[src/rtl/mim_pkg.sv]
// Package: register offsets, field positions, reset values and widths of the monitor interrupt mask logic
package mim_pkg;
  // ******************************************************
  // Register map
  // ******************************************************
  localparam logic [7:0] OFF_CONFIG      = 8'h00;
  localparam logic [7:0] OFF_STATUS_ONE  = 8'h01;
  localparam logic [7:0] OFF_STATUS_TWO  = 8'h02;
  localparam logic [7:0] OFF_MASK_FIRST  = 8'h03;
  localparam logic [7:0] OFF_MASK_SECOND = 8'h04;
  // ******************************************************
  // Reset values
  // ******************************************************
  localparam logic [7:0] RST_MASK_FIRST  = 8'h00;
  localparam logic [7:0] RST_MASK_SECOND = 8'h00;
  localparam logic [7:0] RST_STATUS      = 8'h00;
  // ******************************************************
  // Field positions
  // ******************************************************
  localparam int CFG_INT_ENABLE_BIT = 1;
  localparam int S2_HOT_BIT         = 0;
  localparam int S2_BOARD_BIT       = 1;
  localparam int S2_TACH_ONE_BIT    = 2;
  localparam int S2_TACH_TWO_BIT    = 3;
  localparam int S2_CHASSIS_BIT     = 4;
  localparam int S2_OVERTEMP_BIT    = 5;
  localparam int M2_HOT_MODE_BIT    = 6;
  localparam int M2_OT_MODE_BIT     = 7;
  localparam int S2_USED_BITS       = 6;
  localparam int VOLT_CHANNELS      = 7;
endpackage

[src/rtl/mim_temp_flag.sv]
// Module: one temperature status flag with default and one-time interrupt modes
`timescale 1ns/1ps
module mim_temp_flag (
  input  wire logic mclk,
  input  wire logic rst,
  input  wire logic one_time,
  input  wire logic conv_done,
  input  wire logic above_limit,
  input  wire logic below_hyst,
  input  wire logic status_read,
  output logic      flag
);
  // ******************************************************
  // Alarm state
  // ******************************************************
  logic hot;
  logic set_ev;

  // Hot latches on crossing the limit and releases below hysteresis
  always_ff @(posedge mclk or posedge rst) begin
    if (rst) begin
      hot <= 1'b0;
    end else if (conv_done && above_limit) begin
      hot <= 1'b1;
    end else if (conv_done && below_hyst) begin
      hot <= 1'b0;
    end
  end

  // Default mode repeats each conversion while hot; one-time mode fires only on a crossing
  always_comb begin
    if (one_time) begin
      set_ev = conv_done && ((!hot && above_limit) || (hot && below_hyst && !above_limit));
    end else begin
      set_ev = conv_done && (above_limit || (hot && !below_hyst));
    end
  end

  // Set wins over the read clear so a coincident event is kept
  always_ff @(posedge mclk or posedge rst) begin
    if (rst) begin
      flag <= 1'b0;
    end else if (set_ev) begin
      flag <= 1'b1;
    end else if (status_read) begin
      flag <= 1'b0;
    end
  end
endmodule

[src/rtl/mim_top.sv]
// Module: interrupt status, mask registers and interrupt output of the hardware monitor
`timescale 1ns/1ps
module mim_top (
  input  wire logic       mclk,
  input  wire logic       rst,
  input  wire logic [7:0] reg_addr,
  input  wire logic [7:0] reg_wdata,
  input  wire logic       reg_wr,
  input  wire logic       reg_rd,
  output logic      [7:0] reg_rdata,
  input  wire logic       conv_done,
  input  wire logic [6:0] volt_out_of_range,
  input  wire logic       ext_int_in_n,
  input  wire logic       board_temp_alert_input_n,
  input  wire logic       tach_one_alarm,
  input  wire logic       tach_two_alarm,
  input  wire logic       chassis_intrusion_input,
  input  wire logic       hot_above_limit,
  input  wire logic       hot_below_hyst,
  input  wire logic       ot_above_limit,
  input  wire logic       ot_below_hyst,
  output logic            int_out,
  output logic            int_oe_n
);
  // ******************************************************
  // Registers and synchronisers
  // ******************************************************
  logic [7:0] interrupt_mask_first;
  logic [7:0] interrupt_mask_second;
  logic [7:0] config_reg;
  logic [7:0] status_one;
  logic [7:0] status_two;
  logic [2:0] pin_meta;
  logic [2:0] pin_sync;
  logic       read_one;
  logic       read_two;
  logic       hot_flag;
  logic       ot_flag;
  logic       int_any;
  logic       ext_flag;

  // ******************************************************
  // Elaboration checks and decode helpers
  // ******************************************************
  // Seven voltage flags plus the pin flag must fill the first status byte exactly
  if (mim_pkg::VOLT_CHANNELS != 7) begin : g_bad_volt_count
    $error("voltage channel count does not match the first status layout");
  end

  // Six sources share the second status byte; the top two mask bits are mode selects
  if (mim_pkg::S2_USED_BITS != 6) begin : g_bad_s2_count
    $error("second status source count does not match the mask layout");
  end

  // One compare shared by every write path and both status read-clear strobes; the read mux decodes reg_addr by case
  function automatic logic addr_is(input logic [7:0] addr, input logic [7:0] offset);
    return addr == offset;
  endfunction

  // Asynchronous pins: two flops before any logic looks at them
  always_ff @(posedge mclk or posedge rst) begin
    if (rst) begin
      pin_meta <= 3'h0;
      pin_sync <= 3'h0;
    end else begin
      pin_meta <= {chassis_intrusion_input, !board_temp_alert_input_n, !ext_int_in_n};
      pin_sync <= pin_meta;
    end
  end

  assign read_one = reg_rd && addr_is(reg_addr, mim_pkg::OFF_STATUS_ONE);
  assign read_two = reg_rd && addr_is(reg_addr, mim_pkg::OFF_STATUS_TWO);

  // ******************************************************
  // Register writes
  // ******************************************************
  // Masks come up clear so nothing is hidden after power-up
  always_ff @(posedge mclk or posedge rst) begin
    if (rst) begin
      interrupt_mask_first  <= mim_pkg::RST_MASK_FIRST;
      interrupt_mask_second <= mim_pkg::RST_MASK_SECOND;
    end else if (reg_wr && addr_is(reg_addr, mim_pkg::OFF_MASK_FIRST)) begin
      interrupt_mask_first <= reg_wdata;
    end else if (reg_wr && addr_is(reg_addr, mim_pkg::OFF_MASK_SECOND)) begin
      interrupt_mask_second <= reg_wdata;
    end
  end

  // Only the interrupt enable field is kept; other config fields belong elsewhere
  always_ff @(posedge mclk or posedge rst) begin
    if (rst) begin
      config_reg <= mim_pkg::RST_STATUS;
    end else if (reg_wr && addr_is(reg_addr, mim_pkg::OFF_CONFIG)) begin
      config_reg <= {6'h00, reg_wdata[mim_pkg::CFG_INT_ENABLE_BIT], 1'b0};
    end
  end

  // ******************************************************
  // Status flags
  // ******************************************************
  // Voltage flags: one sticky bit per channel, recorded whatever the mask says
  for (genvar ch = 0; ch < mim_pkg::VOLT_CHANNELS; ch++) begin : g_volt_flag
    logic flag_q;
    // A set beats a coincident read clear so no conversion result is lost
    always_ff @(posedge mclk or posedge rst) begin
      if (rst) begin
        flag_q <= mim_pkg::RST_STATUS[ch];
      end else if (conv_done && volt_out_of_range[ch]) begin
        flag_q <= 1'b1;
      end else if (read_one) begin
        flag_q <= 1'b0;
      end
    end
    assign status_one[ch] = flag_q;
  end

  // External interrupt flag re-sets while the synchronised pin stays low
  always_ff @(posedge mclk or posedge rst) begin
    if (rst) begin
      ext_flag <= mim_pkg::RST_STATUS[7];
    end else if (pin_sync[0]) begin
      ext_flag <= 1'b1;
    end else if (read_one) begin
      ext_flag <= 1'b0;
    end
  end
  assign status_one[7] = ext_flag;

  // Board, tach and chassis flags are sticky until read
  always_ff @(posedge mclk or posedge rst) begin
    if (rst) begin
      status_two <= mim_pkg::RST_STATUS;
    end else begin
      status_two[mim_pkg::S2_BOARD_BIT] <= pin_sync[1] | (status_two[mim_pkg::S2_BOARD_BIT] & !read_two);
      status_two[mim_pkg::S2_TACH_ONE_BIT] <= tach_one_alarm | (status_two[mim_pkg::S2_TACH_ONE_BIT] & !read_two);
      status_two[mim_pkg::S2_TACH_TWO_BIT] <= tach_two_alarm | (status_two[mim_pkg::S2_TACH_TWO_BIT] & !read_two);
      status_two[mim_pkg::S2_CHASSIS_BIT] <= pin_sync[2] | (status_two[mim_pkg::S2_CHASSIS_BIT] & !read_two);
      // Hot and overtemperature flags live in their own modules; these places stay zero
      status_two[mim_pkg::S2_HOT_BIT]      <= 1'b0;
      status_two[mim_pkg::S2_OVERTEMP_BIT] <= 1'b0;
      status_two[7:6]                      <= 2'h0;
    end
  end

  // Hot temperature flag, mode from second mask bit 6
  mim_temp_flag u_hot (
    .mclk        (mclk),
    .rst         (rst),
    .one_time    (interrupt_mask_second[mim_pkg::M2_HOT_MODE_BIT]),
    .conv_done   (conv_done),
    .above_limit (hot_above_limit),
    .below_hyst  (hot_below_hyst),
    .status_read (read_two),
    .flag        (hot_flag)
  );

  // Overtemperature flag, mode from second mask bit 7
  mim_temp_flag u_ot (
    .mclk        (mclk),
    .rst         (rst),
    .one_time    (interrupt_mask_second[mim_pkg::M2_OT_MODE_BIT]),
    .conv_done   (conv_done),
    .above_limit (ot_above_limit),
    .below_hyst  (ot_below_hyst),
    .status_read (read_two),
    .flag        (ot_flag)
  );

  // ******************************************************
  // Interrupt output
  // ******************************************************
  // Masked OR across both status registers
  always_comb begin
    int_any = |(status_one & ~interrupt_mask_first);
    int_any = int_any | (hot_flag & !interrupt_mask_second[mim_pkg::S2_HOT_BIT]);
    int_any = int_any | (ot_flag & !interrupt_mask_second[mim_pkg::S2_OVERTEMP_BIT]);
    int_any = int_any | |(status_two[4:1] & ~interrupt_mask_second[4:1]);
  end

  // Registered so the pin never glitches during a register access
  always_ff @(posedge mclk or posedge rst) begin
    if (rst) begin
      int_out  <= 1'b0;
      int_oe_n <= 1'b1;
    end else begin
      int_out  <= int_any & config_reg[mim_pkg::CFG_INT_ENABLE_BIT];
      int_oe_n <= !config_reg[mim_pkg::CFG_INT_ENABLE_BIT];
    end
  end

  // ******************************************************
  // Read data
  // ******************************************************
  // Unmapped offsets read zero
  // Status reads show the live flags; the clear lands on the same edge
  always_ff @(posedge mclk or posedge rst) begin
    if (rst) begin
      reg_rdata <= 8'h00;
    end else if (reg_rd) begin
      unique case (reg_addr)
        mim_pkg::OFF_CONFIG:      reg_rdata <= config_reg;
        mim_pkg::OFF_STATUS_ONE:  reg_rdata <= status_one;
        mim_pkg::OFF_STATUS_TWO:  reg_rdata <= {2'h0, ot_flag, status_two[4:1], hot_flag};
        mim_pkg::OFF_MASK_FIRST:  reg_rdata <= interrupt_mask_first;
        mim_pkg::OFF_MASK_SECOND: reg_rdata <= interrupt_mask_second;
        default:                  reg_rdata <= 8'h00;
      endcase
    end
  end
endmodule

[config.mk]
export PLATFORM = sky130hd
export DESIGN_NAME = mim_top
export DESIGN_NICKNAME = d
export VERILOG_FILES = /design/src/rtl/mim_pkg.sv /design/src/rtl/mim_temp_flag.sv /design/src/rtl/mim_top.sv
export SDC_FILE = /design/constraint.sdc
export NUM_CORES = 1
export LEC_CHECK = 0
export ABC_AREA = 1
export BUFFER_PORTS_ARGS = -buffer_cell sky130_fd_sc_hd__buf_4
export CAP_MARGIN = 20
export CORE_UTILIZATION = 40
export DETAILED_ROUTE_END_ITERATION = 6
export PLACE_DENSITY = 0.61
export SYNTH_ARGS = -nofsm -noshare
export SYNTH_HDL_FRONTEND = slang
export SYNTH_HIERARCHICAL = 1
export SYNTH_SLANG_ARGS = --single-unit
[constraint.sdc]
create_clock -name mclk -period 1.7 [get_ports mclk]
set_input_delay 0.17 -clock mclk [delete_from_list [all_inputs] [get_ports mclk]]
set_output_delay 0.17 -clock mclk [all_outputs]
set_load 0.005 [all_outputs]
### After elaboration in Yosys (flattened, before gate mapping)

Cells that the tools add are included.

* bitwise gates (word level): 19
* divide/modulo/power cells: 0
* $lt $le $gt $ge: 0
* multiplexer cells: 19
* reductions and logical operators: 60
* eq/ne operators: 4
* $mul: 0
* shifts and indexed selects: 0
* add/sub/neg operators: 0

Operators by type and width (count)
* $pmux 8 s5: 1
* $logic_and 1x1->1: 28
* $reduce_bool 2->1: 12
* $mux 1: 18
* $eq 8x2->1 const B: 2
* $logic_not 1->1: 12
* $and 8x8->8: 1
* $eq 8x1->1 const B: 1
* $eq 8x3->1 const B: 1
* $logic_not 8->1: 1
* $not 8->8: 1
* $reduce_or 8->1: 1
* $and 1x1->1: 7
* $or 1x1->1: 7
* $and 4x4->4: 1
* $logic_or 1x1->1: 4
* $not 4->4: 1
* $reduce_or 4->1: 1
* $reduce_and 2->1: 1
* $not 1->1: 1

* register bits: 49
* output and inout bits: 10
* logic and storage cells: 123
* bits in writable memories: 0
* memories kept: 0
* bits in latches: 0
* bits in read-only memories: 0

### Longest topological paths before layout

Gate-level depths: netlist (run 1).

* depth after elaboration: 7
* mapped depth: 8
* gate-level depth less buffers: 7

### By module

The synthesis (run 1) kept the hierarchy.

By module, submodules not included
* mim_top: area each 2129.5 µm², instances 1, cells an instance 251, sequential area each 1127.3 µm²
* mim_temp_flag: area each 113.9 µm², instances 2, cells an instance 18, sequential area each 50.0 µm²

### Worst setup path after synthesis (run 1)

Ideal clock, no wire load.

* path type: input -> register
* start: input port reg_addr[2]
* end: register interrupt_mask_first[1]
* slack: 627 ps
* data required time: 1574 ps
* buffers on the path: 1
* data arrival time: 947 ps
* stages: 5
* cell sequence: inv_1 -> nand2_2 -> nor4_4 -> buf_6 -> o21ai_0

* longest elaborated chain between the ends: 2

Ends and longest elaborated chain
* start, declared: line mim_top.sv:6 `input wire logic [7:0] reg_addr,`
* $eq 8x2->1: line mim_top.sv:57 `return addr == offset;`
* $logic_and 1x1->1: line mim_top.sv:82 `end else if (reg_wr && addr_is(reg_addr, mim_pkg::OFF_MASK_FIRST)) begin`
* end signal, assigned: line mim_top.sv:80 `interrupt_mask_first <= mim_pkg::RST_MASK_FIRST;`
* end signal, assigned: line mim_top.sv:83 `interrupt_mask_first <= reg_wdata;`
* end, declared: line mim_top.sv:28 `logic [7:0] interrupt_mask_first;`

Every way passes these cells.
A chain may end at the register's enable or synchronous reset.

### Final worst setup path (run 1)

* start: input port reg_addr[7]
* end: register reg_rdata[2]

* longest elaborated chain between the ends: 2

Ends and longest elaborated chain
* $eq 8x3->1, or another cell as far along: line mim_top.sv:200 `unique case (reg_addr)`
* $pmux 8 s5 (*): line mim_top.sv:200
* end signal, assigned: line mim_top.sv:201 `mim_pkg::OFF_CONFIG: reg_rdata <= config_reg;`
* end signal, assigned: line mim_top.sv:202 `mim_pkg::OFF_STATUS_ONE: reg_rdata <= status_one;`
* end signal, assigned: line mim_top.sv:203 `mim_pkg::OFF_STATUS_TWO: reg_rdata <= {2'h0, ot_flag, status_two[4:1], hot_flag};`
* end, declared: line mim_top.sv:10 `output logic [7:0] reg_rdata,`

Every way passes the cells marked *; elsewhere a longest branch is shown, timed or not.

==> results of run 1 <==
-- cells in the mapped netlist (3+ instances only) --
library cell  count  area (um^2)
nand2_1          80          300
dfrtp_1          48         1200
inv_1            40          150
nand3_1          35          175
o21ai_0          30          150
nor2_1           15         56.3
nand2_2           5         31.3
o21bai_1          5         37.5
o22ai_1           5         31.3
buf_2             3         15.0
inv_2             3         11.3
nor2_2            3         18.8
-- metrics by stage --
step	total power [mW]	instances	instance area (um^2)
global route	2.41	416	2950
finish	2.31	416	2950
global placement	1.51	404	2800
CTS	2.33	416	2950
detailed placement	1.51	404	2800
floorplan	1.38	287	2360
-- cell families (layout without fill, tap and decap cells) --
logic type             Yosys count  count (layout)  share of synthesized area, %
buffers and inverters           49             106                          8.49
AO/OA/AOI/OAI                   45              45                          10.7
AND/OR/NAND/NOR                144             144                          28.8
flip-flops                      49              49                          52.1
-- area by class of cell --
| class | instances | area (um^2) | share of cell area, % |
|---|---|---|---|
| clock buffers | 6 | 72.6 | 2.46 |
| multi-input cells | 189 | 930 | 31.5 |
| flip-flops and latches | 49 | 1230 | 41.6 |
| clock inverters | 2 | 35.0 | 1.19 |
| inverters | 44 | 166 | 5.64 |
| well taps | 72 | 90.1 | 3.05 |
| repair buffers | 54 | 428 | 14.5 |
-- power by group through the flow --
| stage | Clock, mW | Combinational, mW | Sequential [mW] |
|---|---|---|---|
| 5_1_grt | 0.874 | 0.280 | 1.25 |
| 6_report | 0.819 | 0.246 | 1.25 |
| 2_1_floorplan | 0 | 0.124 | 1.25 |
| 3_3_place_gp | 0 | 0.238 | 1.27 |
| 4_1_cts | 0.835 | 0.250 | 1.25 |
| 3_5_place_dp | 0 | 0.242 | 1.27 |
-- worst max-delay path, stage by stage --
cell	delay, ns
buf_4	0.11
nor2_1	0.11
nand2_2	0.12
inv_2	0.28
buf_4	0.24
nand3_1	0.08
nand2_1	0.08
o21ai_0	0.09
nand2_1	0.07
-- worst paths after layout --
path                            cells after the start            end      startpoint  slack [ns]
min in group asynchronous                           3     u_hot/flag             rst        0.29
worst max register to register                      6        int_out       u_ot/flag        0.66
worst max-delay path                                9   reg_rdata[2]     reg_addr[7]        0.60
worst min-delay path                                2  status_two[2]  tach_one_alarm        0.07
max in group asynchronous                           4       int_oe_n             rst        0.94
worst min register to register                      0    pin_sync[1]     pin_meta[1]        0.36
-- per-layer routing --
layer / track usage (%) / share of wire [%] / wire [um]
met5: 0 / 0 / 0
met4: 8.33 / 2.5 / 130
met2: 27.7 / 42 / 2210
met1: 27.6 / 52 / 2730
met3: 2.99 / 3.9 / 206
-- repair_timing --
item                                   4_1_cts  5_1_grt
hold buffers                                 4        0
endpoints found under the hold margin       51        0
setup buffers                                0        0
==> impl_metrics.tcl, run 1 <==
set metrics [dict create \
    status "finished clean" \
    cap_violations 0 \
    crit_arrival_ns 1.35 \
    critPathKind "input port to register" \
    seq_area_frac_synth_pct 52.1 \
    avgRoutedWirePerCell_um 12.7 \
    worst_hold_slack_ns 0.0670 \
    p_sw_share_pct 23.7 \
    fin_nets 380 \
    insertion_delay_ns 0.30 \
    fp.dieH_um 78.8 \
    cellPowerDensity_nw_per_um2 783 \
    netlist_area_um2 2360 \
    dieWidth_um 78.8 \
    cts_resized 0 \
    area_growth_pct 25.1 \
    p_int_mw 1.76 \
    grt_max_degree 46 \
    placementRows 27 \
    dr.pass1.iters 4 \
    core_um2 5610 \
    cts_buffer_depth 2 \
    diodes 0 \
    worstMarginPinSlew_ns 0.454 \
    vias 1972 \
    synth_edf_count 0 \
    crit_fanout 20 \
    dpl_worst_slack_ns 0.287 \
    clk_pin_slew_worst_paths_ns 0.09 \
    yosysWarnings 6 \
    ant_nets 0 \
    cts_tree "done" \
    synth.avg_cell_area_um2 8.21 \
    syn-num-nets 324 \
    via_per_inst 4.74 \
    setup_violations 0 \
    drive_gt1_share_pct 22.7 \
    skew_ns 0.00671 \
    drc 0 \
    drt_iter0_drc 98 \
    hp-class "input port to register" \
    netlist-cell-type-count 23 \
    power_frac_seq_pct 53.9 \
    ir_drop_uv 370 \
    pwr-share-clk_pct 35.5 \
    grt_pass1_vias 1865 \
    grt_overflow 0 \
    hold_viol 0 \
    relSlewSlack_pct 69.5 \
    mostFrequentLayoutCell "nand2_1" \
    layout_setup_ws_ns 0.596 \
    synth-main-ff-cell "dfrtp_1" \
    slew_viol_final 0 \
    cts.sinks 49 \
    io_buffer_count 46 \
    fillCellCount 556 \
    finalCriticalPeriod_ns 1.10 \
    gp_congestion 0.836 \
    grt_usage_pct 18.9 \
    required_ns 1.95 \
    fmax_mhz 906 \
    htree_num_levels 2 \
    hpwl_um 3990 \
    cp-start-kind "input port" \
    ys_ff_latch 49 \
    synth_cells 287 \
    tns_ns 0 \
    cts_made_buffers 5 \
    switchingPower_mw 0.547 \
    layout_common_cells "80 x nand2_1, 49 x buf_4, 48 x dfrtp_1" \
    rsz0062_at_grt "false" \
    combPwrFrac_pct 10.6 \
    root_buffer "clkbuf_8" \
    antenna_found_initial 0 \
    initial_core_util_pct 42.0 \
    cp-end-kind "register" \
    drt-total-wl_um 5280 \
    grt_pass1_wl_um 8840 \
    utilization_pct 52.6 \
    async_flop_share_pct 100 \
    fin_crit_sh_pct 64.9 \
    top_regs "interrupt_mask_first: 8 flops, interrupt_mask_second: 8 flops, reg_rdata: 8 flops" \
    power_leakage_nw 1.62 \
    pin_count 47 \
    dieArea_um2 6200 \
]
(Power assumes the default switching activity.)
==> run 2: changes to the inputs <==
Clock period 1.7 ns to 1.15 ns, I/O delays scaled along.
==> impl_metrics.tcl, run 2 (synthesis gave the netlist of run 1 again) <==
set metrics [dict create \
    placed_area_um2 2890 \
    grt_usage_pct 19.9 \
    reg2reg_depth 6 \
    cp-end-kind "register" \
    root_buffer "clkbuf_8" \
    cts_setup_buffers 0 \
    clk_pin_slew_worst_paths_ns 0.09 \
    worstHoldStart "tach_two_alarm" \
    htree_num_levels 2 \
    switchingPower_mw 0.818 \
    insertion_delay_ns 0.31 \
    hold_viol 0 \
    crit_arrival_ns 1.25 \
    combPwrFrac_pct 11.5 \
    skew_ns 0.00506 \
    cts_buffer_depth 2 \
    mostFrequentLayoutCell "nand2_1" \
    dieWidth_um 78.8 \
    pwr-share-clk_pct 32.4 \
    avgRoutedWirePerCell_um 12.5 \
    gp_congestion 0.804 \
    worstMarginPinSlew_ns 0.392 \
    cts_tree "done" \
    grt_pass1_wl_um 9300 \
    pin_count 47 \
    cts.sinks 49 \
    fp.dieH_um 78.8 \
    hold_depth 2 \
    finalCriticalPeriod_ns 1.04 \
    initial_core_util_pct 42.0 \
    crit_fanout 3 \
    drive_gt1_share_pct 25.1 \
    diodes 0 \
    hpwl_um 4020 \
    fmax_mhz 961 \
    grt_max_degree 46 \
    layout_common_cells "80 x nand2_1, 58 x buf_4, 48 x dfrtp_1" \
    via_per_inst 4.72 \
    placementRows 27 \
    worst_hold_slack_ns 0.00941 \
    regToRegStartpoint "u_ot/flag" \
    seqCellArea_um2 1230 \
    area_growth_pct 28.4 \
    ant_nets 0 \
    dieArea_um2 6200 \
    rsz0062_at_grt "false" \
    ir_drop_uv 586 \
    drt-total-wl_um 5300 \
    slew_viol_final 0 \
    status "finished clean" \
    critPathKind "register to register" \
    multiInputGateArea_um2 930 \
    cap_violations 0 \
    antenna_found_initial 0 \
    fin_crit_sh_pct 90.4 \
    tns_ns 0 \
    core_um2 5610 \
    min_to "status_two[3]" \
    drc 0 \
    io_buffer_count 46 \
    drt_iter0_drc 101 \
    grt_overflow 0 \
    setup_violations 0 \
    cellPowerDensity_nw_per_um2 1080 \
    fillCellCount 560 \
    cts_resized 0 \
    relSlewSlack_pct 73.8 \
    required_ns 1.35 \
    regToRegSetupSlack_ns 0.11 \
    fin_nets 390 \
    stdcell_area_um2 3030 \
    p_int_mw 2.46 \
    hp-class "input port to register" \
    power_frac_seq_pct 56.1 \
    dr.pass1.iters 4 \
    vias 2011 \
    reg2reg_to "int_out" \
    top_regs "interrupt_mask_first: 8 flops, interrupt_mask_second: 8 flops, reg_rdata: 8 flops" \
    cp-start-kind "register" \
    cts_made_buffers 5 \
    power_leakage_nw 1.66 \
    p_sw_share_pct 24.9 \
    utilization_pct 54.0 \
    grt_pass1_vias 1974 \
]
## run 2: cell types whose count changed in the layout (fill, tap and decap cells not counted)
cell / change
buf_12: +1
clkinv_1: -1
clkbuf_8: +1
buf_4: +9
clkinv_2: -1
bufinv_16: -1
clkinvlp_4: +2
## run 2: final cells by class
type	count	area share, %
Clock buffer	7	2.85
Clock inverter	1	0.248
Timing Repair Buffer	64	17.0
Multi-Input combinational cell	189	30.7
Tap cell	72	2.98
Sequential cell	49	40.6
Inverter	44	5.62
## run 2: how the worst max path moves through the flow
| stage | endpoint | slack, ns | cells past startpoint | from |
|---|---|---|---|---|
| 3_3_place_gp | reg_rdata[2] | -0.05 | 9 | reg_addr[7] |
| 6_report | int_out | 0.11 | 6 | u_ot/flag |
| 3_5_place_dp | reg_rdata[1] | -0.09 | 8 | reg_addr[2] |
| 2_1_floorplan | interrupt_mask_first[1] | 0.13 | 5 | reg_addr[2] |
| 5_1_grt | int_out | 0.02 | 6 | u_ot/flag |
| 4_1_cts | int_out | 0.08 | 6 | u_ot/flag |
## run 2: through the flow
stage	total power, mW	cells	setup WS (ns)
floorplan	2.04	287	0.132
global placement	2.24	414	-0.0498
detailed placement	2.25	414	-0.0861
CTS	3.31	426	0.0835
global route	3.45	426	0.0248
finish	3.28	426	0.110
## run 2: power groups by stage
stage | Clock, mW | Combinational, mW | Sequential, mW
2_1_floorplan | 0 | 0.185 | 1.86
3_3_place_gp | 0 | 0.364 | 1.87
3_5_place_dp | 0 | 0.372 | 1.87
4_1_cts | 1.09 | 0.384 | 1.84
5_1_grt | 1.17 | 0.432 | 1.85
6_report | 1.06 | 0.377 | 1.84
## run 2: critical path: stages, from the launching register on
cell and delay (ns):
dfrtp_1 0.43, nand2_1 0.09, o21ai_0 0.07, nor2_1 0.11
nand2_1 0.05, nor2_1 0.13, nor2_1 0.05
## run 2: routing by layer
| layer | vias to the layer above | share of wire [%] | global-route usage [%] |
|---|---|---|---|
| met5 | - | 0 | 0 |
| met2 | 51 | 43 | 29.4 |
| li1 | 1036 | - | - |
| met3 | 8 | 4.4 | 4.37 |
| met4 | 0 | 1.8 | 7.22 |
| met1 | 916 | 50 | 28.5 |
## run 2: what timing repair did
item                                   4_1_cts  5_1_grt
endpoints found under the hold margin       51        0
setup endpoints to repair                    0        1
hold buffers                                 4        0
